**src/rtl/vcc_pkg.sv**
```systemverilog
// Package of constants and carrier types for the comparator control block
package vcc_pkg;

    // ==========================================================================
    // Register map
    localparam logic [7:0]  ADDR_CONTROL     = 8'h00;
    localparam logic [7:0]  ADDR_IRQ_STATUS  = 8'h04;
    localparam logic [7:0]  ADDR_IRQ_MASK    = 8'h08;
    localparam logic [15:0] CONTROL_RESET    = 16'h0000;
    localparam logic [15:0] CONTROL_WR_MASK  = 16'h07FC;

    // ==========================================================================
    // Field positions of the control register
    localparam int BIT_COMPARATOR_ON   = 10;
    localparam int BIT_NEG_SEL_LO      = 8;
    localparam int BIT_ROUTING_LO      = 6;
    localparam int BIT_OUTPUT_POLARITY = 5;
    localparam int BIT_SPEED_LO        = 3;
    localparam int BIT_HYSTERESIS_ON   = 2;
    localparam int BIT_RISING_FLAG     = 1;
    localparam int BIT_FALLING_FLAG    = 0;

    // ==========================================================================
    // Field encodings
    localparam logic [1:0] NEG_HALF_SUPPLY    = 2'h0;
    localparam logic [1:0] NEG_CHANNEL_THREE  = 2'h1;
    localparam logic [1:0] NEG_FIRST_DAC      = 2'h2;
    localparam logic [1:0] ROUTE_PIN          = 2'h2;
    localparam logic [1:0] ROUTE_IRQ          = 2'h3;
    localparam logic [1:0] SPEED_STANDARD     = 2'h0;
    localparam logic [1:0] SPEED_FAST         = 2'h3;

    // ==========================================================================
    // Carrier types
    typedef struct packed {
        logic       comparator_on;
        logic [1:0] negative_input_select;
        logic       hysteresis_on;
        logic       fast_response;
    } vcc_analog_ctrl_t;

    typedef struct packed {
        logic [1:0] sync;
        logic       prev;
        logic       valid;
    } vcc_edge_state_t;

endpackage : vcc_pkg

```
**src/rtl/vcc_edge_detect.sv**
```systemverilog
// Synchroniser and edge detector for the analog comparator result
`timescale 1ns/1ps
module vcc_edge_detect (
    input  wire logic core_clk,
    input  wire logic rst,
    input  wire logic enable,
    input  wire logic async_in,
    output logic      level,
    output logic      rise,
    output logic      fall
);
    vcc_pkg::vcc_edge_state_t s_q;
    vcc_pkg::vcc_edge_state_t s_d;

    always_comb begin
        s_d       = s_q;
        s_d.sync  = {s_q.sync[0], async_in};
        s_d.prev  = s_q.sync[1];
        s_d.valid = enable;
    end

    always_ff @(posedge core_clk or posedge rst) begin
        if (rst) begin
            s_q <= '0;
        end else begin
            s_q <= s_d;
        end
    end

    // Edges only count once the previous sample was taken while enabled
    assign level = s_q.sync[1];
    assign rise  = enable && s_q.valid && s_q.sync[1] && !s_q.prev;
    assign fall  = enable && s_q.valid && !s_q.sync[1] && s_q.prev;

endmodule : vcc_edge_detect

```
**src/rtl/vcc_top.sv**
```systemverilog
// Comparator control register, edge flags, output routing and interrupt
//
// Behaviour
// - Bit 10 turns the comparator on/off
// - Bits 9:8 pick negative input source
// - Bits 7:6 route result to pin or IRQ
// - Bit 5 inverts the comparator output polarity
// - Bits 4:3 select standard or fast response
// - Bit 2 enables about 7.5 mV hysteresis
// - Sixteen-bit memory-mapped control register
//
// Implementation choices: the strobed register port and the placing of the registers.
`timescale 1ns/1ps
module vcc_top (
    input  wire logic                       core_clk,
    input  wire logic                       rst,
    input  wire logic [7:0]                 addr,
    input  wire logic [15:0]                wdata,
    input  wire logic                       wr_en,
    input  wire logic                       rd_en,
    output logic      [15:0]                rdata,
    input  wire logic                       analog_result,
    output vcc_pkg::vcc_analog_ctrl_t       analog_ctrl,
    output logic                            comparator_pin_out,
    output logic                            comparator_irq,
    output logic                            irq
);
    // ==========================================================================
    // State
    typedef struct packed {
        logic [15:0] control;
        logic [1:0]  irq_status;
        logic [1:0]  irq_mask;
        logic [15:0] rdata;
        logic        pin_out;
    } vcc_state_t;

    vcc_state_t s_q;
    vcc_state_t s_d;

    logic raw_level;
    logic raw_rise;
    logic raw_fall;
    logic cmp_level;
    logic cmp_rise;
    logic cmp_fall;
    logic polarity;
    logic routed_irq;

    // ==========================================================================
    // Comparator result conditioning
    vcc_edge_detect u_edge (
        .core_clk (core_clk),
        .rst      (rst),
        .enable   (s_q.control[vcc_pkg::BIT_COMPARATOR_ON]),
        .async_in (analog_result),
        .level    (raw_level),
        .rise     (raw_rise),
        .fall     (raw_fall)
    );

    assign polarity  = s_q.control[vcc_pkg::BIT_OUTPUT_POLARITY];
    assign cmp_level = raw_level ^ polarity;
    assign cmp_rise  = polarity ? raw_fall : raw_rise;
    assign cmp_fall  = polarity ? raw_rise : raw_fall;

    // ==========================================================================
    // Next state
    always_comb begin
        logic [15:0] wr_clear;
        logic        ctl_wr;
        logic        st_wr;
        wr_clear = 16'h0000;
        ctl_wr   = wr_en && (addr == vcc_pkg::ADDR_CONTROL);
        st_wr    = wr_en && (addr == vcc_pkg::ADDR_IRQ_STATUS);
        s_d      = s_q;

        if (ctl_wr) begin
            s_d.control = (s_q.control & ~vcc_pkg::CONTROL_WR_MASK)
                        | (wdata & vcc_pkg::CONTROL_WR_MASK);
            wr_clear    = wdata;
        end

        // Set wins over a same-cycle write-one clear
        if (wr_clear[vcc_pkg::BIT_RISING_FLAG]) begin
            s_d.control[vcc_pkg::BIT_RISING_FLAG] = 1'b0;
        end
        if (cmp_rise) begin
            s_d.control[vcc_pkg::BIT_RISING_FLAG] = 1'b1;
        end
        if (wr_clear[vcc_pkg::BIT_FALLING_FLAG]) begin
            s_d.control[vcc_pkg::BIT_FALLING_FLAG] = 1'b0;
        end
        if (cmp_fall) begin
            s_d.control[vcc_pkg::BIT_FALLING_FLAG] = 1'b1;
        end

        // Interrupt status mirrors the edge events, write-one clear
        if (st_wr) begin
            s_d.irq_status = s_q.irq_status & ~wdata[1:0];
        end
        s_d.irq_status = s_d.irq_status | {cmp_rise, cmp_fall};

        if (wr_en && (addr == vcc_pkg::ADDR_IRQ_MASK)) begin
            s_d.irq_mask = wdata[1:0];
        end

        s_d.pin_out = s_q.control[vcc_pkg::BIT_COMPARATOR_ON]
                   && (s_q.control[vcc_pkg::BIT_ROUTING_LO +: 2] == vcc_pkg::ROUTE_PIN)
                   && cmp_level;

        s_d.rdata = 16'h0000;
        if (rd_en) begin
            case (addr)
                vcc_pkg::ADDR_CONTROL:    s_d.rdata = s_q.control;
                vcc_pkg::ADDR_IRQ_STATUS: s_d.rdata = {14'h0000, s_q.irq_status};
                vcc_pkg::ADDR_IRQ_MASK:   s_d.rdata = {14'h0000, s_q.irq_mask};
                default:                  s_d.rdata = 16'h0000;
            endcase
        end
    end

    always_ff @(posedge core_clk or posedge rst) begin
        if (rst) begin
            s_q         <= '0;
            s_q.control <= vcc_pkg::CONTROL_RESET;
        end else begin
            s_q <= s_d;
        end
    end

    // ==========================================================================
    // Outputs
    assign routed_irq = (s_q.control[vcc_pkg::BIT_ROUTING_LO +: 2] == vcc_pkg::ROUTE_IRQ)
                     && (s_q.control[vcc_pkg::BIT_RISING_FLAG]
                         || s_q.control[vcc_pkg::BIT_FALLING_FLAG]);

    assign rdata                             = s_q.rdata;
    assign comparator_pin_out                = s_q.pin_out;
    assign comparator_irq                    = routed_irq;
    assign irq                               = |(s_q.irq_status & s_q.irq_mask);
    assign analog_ctrl = '{
        comparator_on: s_q.control[vcc_pkg::BIT_COMPARATOR_ON],
        negative_input_select: s_q.control[vcc_pkg::BIT_NEG_SEL_LO +: 2],
        hysteresis_on: s_q.control[vcc_pkg::BIT_HYSTERESIS_ON],
        fast_response: (s_q.control[vcc_pkg::BIT_SPEED_LO +: 2] == vcc_pkg::SPEED_FAST)
    };

    // ==========================================================================
    // Checks
    property p_rise_sets;
        @(posedge core_clk) disable iff (rst)
        cmp_rise |=> s_q.control[1];
    endproperty
    a_rise_sets: assert property (p_rise_sets) else $error("rise flag not set");

    property p_fall_sets;
        @(posedge core_clk) disable iff (rst)
        cmp_fall |=> s_q.control[0];
    endproperty
    a_fall_sets: assert property (p_fall_sets) else $error("fall flag not set");

    property p_rise_hold;
        @(posedge core_clk) disable iff (rst)
        (s_q.control[1] && !(wr_en && addr == vcc_pkg::ADDR_CONTROL && wdata[1]))
        |=> s_q.control[1];
    endproperty
    a_rise_hold: assert property (p_rise_hold) else $error("rise flag lost");

    property p_fall_clear;
        @(posedge core_clk) disable iff (rst)
        (wr_en && addr == vcc_pkg::ADDR_CONTROL && wdata[0] && !cmp_fall)
        |=> !s_q.control[0];
    endproperty
    a_fall_clear: assert property (p_fall_clear) else $error("fall flag not cleared");

    property p_ctrl_write;
        @(posedge core_clk) disable iff (rst)
        (wr_en && addr == vcc_pkg::ADDR_CONTROL)
        |=> s_q.control[10:2] == $past(wdata[10:2]);
    endproperty
    a_ctrl_write: assert property (p_ctrl_write) else $error("control not stored");

    property p_enable_out;
        @(posedge core_clk) disable iff (rst)
        (wr_en && addr == vcc_pkg::ADDR_CONTROL)
        |=> analog_ctrl.comparator_on == $past(wdata[10]);
    endproperty
    a_enable_out: assert property (p_enable_out) else $error("enable not applied");

    property p_pin_route;
        @(posedge core_clk) disable iff (rst)
        (s_q.control[7:6] != vcc_pkg::ROUTE_PIN) ##1
        (s_q.control[7:6] != vcc_pkg::ROUTE_PIN) |-> !comparator_pin_out;
    endproperty
    a_pin_route: assert property (p_pin_route) else $error("pin driven when unrouted");

    // An edge seen while routed to the interrupt must raise the request
    property p_irq_route;
        @(posedge core_clk) disable iff (rst)
        ((cmp_rise || cmp_fall)
         && (s_q.control[vcc_pkg::BIT_ROUTING_LO +: 2] == vcc_pkg::ROUTE_IRQ)
         && !(wr_en && addr == vcc_pkg::ADDR_CONTROL))
        |=> comparator_irq;
    endproperty
    a_irq_route: assert property (p_irq_route) else $error("bad comparator irq");

    property p_read_ctrl;
        @(posedge core_clk) disable iff (rst)
        (rd_en && addr == vcc_pkg::ADDR_CONTROL) |=> rdata == $past(s_q.control);
    endproperty
    a_read_ctrl: assert property (p_read_ctrl) else $error("control read wrong");

    c_rise: cover property (@(posedge core_clk) disable iff (rst) cmp_rise);
    c_fall: cover property (@(posedge core_clk) disable iff (rst) cmp_fall);
    c_irq:  cover property (@(posedge core_clk) disable iff (rst) comparator_irq);
    c_pin:  cover property (@(posedge core_clk) disable iff (rst) comparator_pin_out);

endmodule : vcc_top
```
**config.mk**
```make
export PLATFORM = sky130hd
export DESIGN_NAME = vcc_top
export DESIGN_NICKNAME = d
export VERILOG_FILES = /design/src/rtl/vcc_pkg.sv /design/src/rtl/vcc_edge_detect.sv /design/src/rtl/vcc_top.sv
export SDC_FILE = /design/constraint.sdc
export NUM_CORES = 1
export LEC_CHECK = 0
export ABC_CLOCK_PERIOD_IN_PS = 1550
export BUFFER_PORTS_ARGS = -buffer_cell sky130_fd_sc_hd__buf_4
export CORE_MARGIN = 2
export CORE_UTILIZATION = 48
export DETAILED_ROUTE_END_ITERATION = 10
export PLACE_DENSITY = 0.88
export SKIP_CTS_REPAIR_TIMING = 1
export SYNTH_ARGS = -nofsm -noshare
export SYNTH_HDL_FRONTEND = slang
export SYNTH_SLANG_ARGS = --single-unit
```
**constraint.sdc**
```tcl
create_clock -name core_clk -period 1.55 [get_ports core_clk]
set_input_delay 0.155 -clock core_clk [delete_from_list [all_inputs] [get_ports core_clk]]
set_output_delay 0.155 -clock core_clk [all_outputs]
set_load 0.005 [all_outputs]
```
==> results.toml <==
[layout]
n_antenna_cell = 0
drive_above_1_share_pct = 49.0
area_growth_pct = 24.0
nets = 182
final_util_pct = 63.8

[global_routing]
overflow = 0
grt_pass1_wl_mm = 4.54
grt_antenna_before_repair = 0
grt_pass1_vias = 1009
grtUsageTotal_pct = 18.2
grt_start_max_net_pins = 33

[clock_tree]
cts_htree_levels = 2
clkLatencyLatePin_ns = 0.32
numCtsBuffers = 5
clkTransAtPathRegs_ns = 0.09
cts_tree = "yes"
clock_sinks = 32
ctsLongestPathBuffers = 2
root_buffer = "clkbuf_4"

[synthesis]
synth_flop_cell = "dfrtp_1"
synth_area_leaders = "dfrtp_1, buf_4, mux2_2, and2_1, a22o_1"
synth_compound_area_share_pct = 5.72
synthAdderAreaFrac_pct = 0
postSynth.asyncResetShare_pct = 100
ys_seq_area_share_pct = 55.5
synth_fp_nets = 144
yosysMostFrequentCell = "dfrtp_1"
synth.area.mux_share_pct = 9.97
synth-edff-count = 0
yosys_warnings = 0
synthCells = 115
synth_top_family_by_area = "simple AND/OR/NAND/NOR gates"
synthXorXnorAreaFrac_pct = 0.607
ys_types = 30
ys_ff_latch = 32
ys_top_cells_by_count = "dfrtp_1, buf_4, and2_1, mux2_2"
yosysTopAreaCell = "dfrtp_1"
synth_area_um2 = 1440
synth_simple_gate_area_share_pct = 16.6
synth.avg_cell_area_um2 = 12.5
synth_top_area_share_pct = 55.5

[hold_path]
holdPathStages = 2
min_from = "wdata[5]"
hold_path_class = "primary input to flop"
hold_end = "polarity"

[critical_path]
critPathMaxStageDelay_ns = 0.48
critPathCaptureType = "flop"
path_class = "flop to flop"
cp.arrival_ns = 1.59
worstRegToRegCells = 3
worstReg2RegStart = "u_edge.s_q[1]"
cp.required_ns = 1.80
path_delay_family = "simple AND/OR/NAND/NOR gates"
ff2ff_setup_slack_ns = 0.21
startpoint_type = "flop"
cp_num_buf_inv = 0
path_max_fanout = 4
crit_chain = "or3b_2 -> a21boi_0 -> nand2b_1"
cpMaxStageDelayCell = "or3b_2"
regToRegEndpoint = "s_q[20]"

[place]
place.gp.congestion = 0.843
port_buffers = 47
hpwl_mm = 2.14

[detailed_routing]
vias = 975
wl_per_cell_um = 14.9
drt_wl_total_mm = 2.75
firstDrtPassIters = 9
dr.first_iter.drc_count = 18
drcViolationCount = 3
antenna_left = 0
vias_per_cell = 5.30

[timing]
hold_violations = 0
fin_setup_tns_ns = 0
fmaxAchievable_ghz = 0.748
whs_ns = 0.0572
skew_ns = 0.00782
finalCritPeriodShare_pct = 86.2
rsz0062_at_grt = "no"
fin_crit_ns = 1.34
maxSlewViolCount = 0
setup_violations = 0

[power]
switching_share_pct = 21.2
combPwrFrac_pct = 9.3
clock_power_share_pct = 32.9
max-vdd-ir-drop_mv = 0.481
switchingPower_uw = 321
power.density_nw_per_um2 = 848
p_int_uw = 1200
power.leakage_uw = 0.000951
sequentialPowerShare_pct = 57.7

[outcome]
status = "finished with violations"
violations = "design-rule violations"

[run]
cap_viol_max_count = 0

[floorplanning]
io_pins = 53
core-area_um2 = 2810
fp.dieH_um = 58.8
initial_core_util_pct = 51.4
die_w_um = 58.8
die_area_um2 = 3460
rows = 19
==> per-stage QoR <==
stage	cells	cell area (µm²)	total power, µW	setup slack, ns
4_1_cts	182	1770	1540	0.193
3_5_place_dp	175	1700	1030	0.0226
2_1_floorplan	115	1440	954	0.216
6_report	184	1790	1520	0.214
3_3_place_gp	175	1700	1020	0.0604
5_1_grt	184	1790	1600	0.107
==> routing by layer <==
metal  up-vias  wire length [µm]  track usage [%]  share of wire [%]
met5         -                 0                0                  0
met4         0                74             8.44                2.7
met3         8               159             7.25                5.8
met2        34              1440             29.2                 53
met1       478              1070             21.3                 39
li1        455                 -                -                  -
==> cells in the final DEF (no fill, tap or decap), drive strengths merged <==
cell,Yosys,layout
o2bb2ai,2,2
dfrtp,32,32
nand4,3,3
o31ai,1,1
o211a,1,1
nand3b,3,3
a21o,1,1
clkbuf,1,7
o22ai,1,1
or3,1,1
a21boi,1,1
nor2b,1,1
or4,1,1
and3,3,3
conb,1,1
mux2i,2,2
nand2b,2,2
inv,1,1
mux2,11,11
nand3,1,1
buf,21,51
or3b,2,2
and2,11,11
nor4,2,2
nand2,2,2
a22o,3,3
dlygate4sd3,0,2
nor2,1,1
nor3,2,2
xnor2,1,1
==> area by class of cell <==
cell class	instances	area, µm²
multi-input cells	60	478
fillers	214	1020
repair buffers	53	403
inverters	1	3.75
clock buffers	7	65.1
flip-flops and latches	32	801
well taps	31	38.8
==> worst register-to-register path, cell delays in order (launching register included) <==
cell      delay [ns]
dfrtp_1         0.42
or3b_2          0.48
a21boi_0        0.22
nand2b_1        0.16
==> worst max-delay path by stage <==
| stage | slack (ns) | to | from | cells past startpoint |
|---|---|---|---|---|
| after floorplan | 0.22 | analog_ctrl[1] | addr[2] | 4 |
| after global placement | 0.06 | s_q[19] | addr[5] | 4 |
| after detailed placement | 0.02 | s_q[19] | addr[5] | 4 |
| after CTS | 0.19 | s_q[20] | u_edge.s_q[1] | 3 |
| after global routing | 0.11 | s_q[20] | u_edge.level | 3 |
| final | 0.21 | s_q[20] | u_edge.s_q[1] | 3 |
==> cell families after synthesis <==
logic type | count (synthesis)
compound gates | 10
simple gates | 35
flops | 32
buf+inv | 23
mux | 13
other cells | 1
xor+xnor | 1
==> sequential cells by signal (all words and copies together) (netlist names) <==
name and cells:
polarity 1, s_q 10, u_edge.s_q 2, rdata 12
analog_ctrl 4, u_edge.level 1, u_edge.s_d 1, comparator_pin_out 1
==> power groups by stage <==
stage	sequential (µW)	combinational (µW)	clock, µW
after floorplan	887	67.5	0
after global placement	890	133	0
final	877	141	500
after global routing	880	156	561
after detailed placement	893	139	0
after CTS	877	139	521
Note: power is estimated with default switching activity, not from simulation.
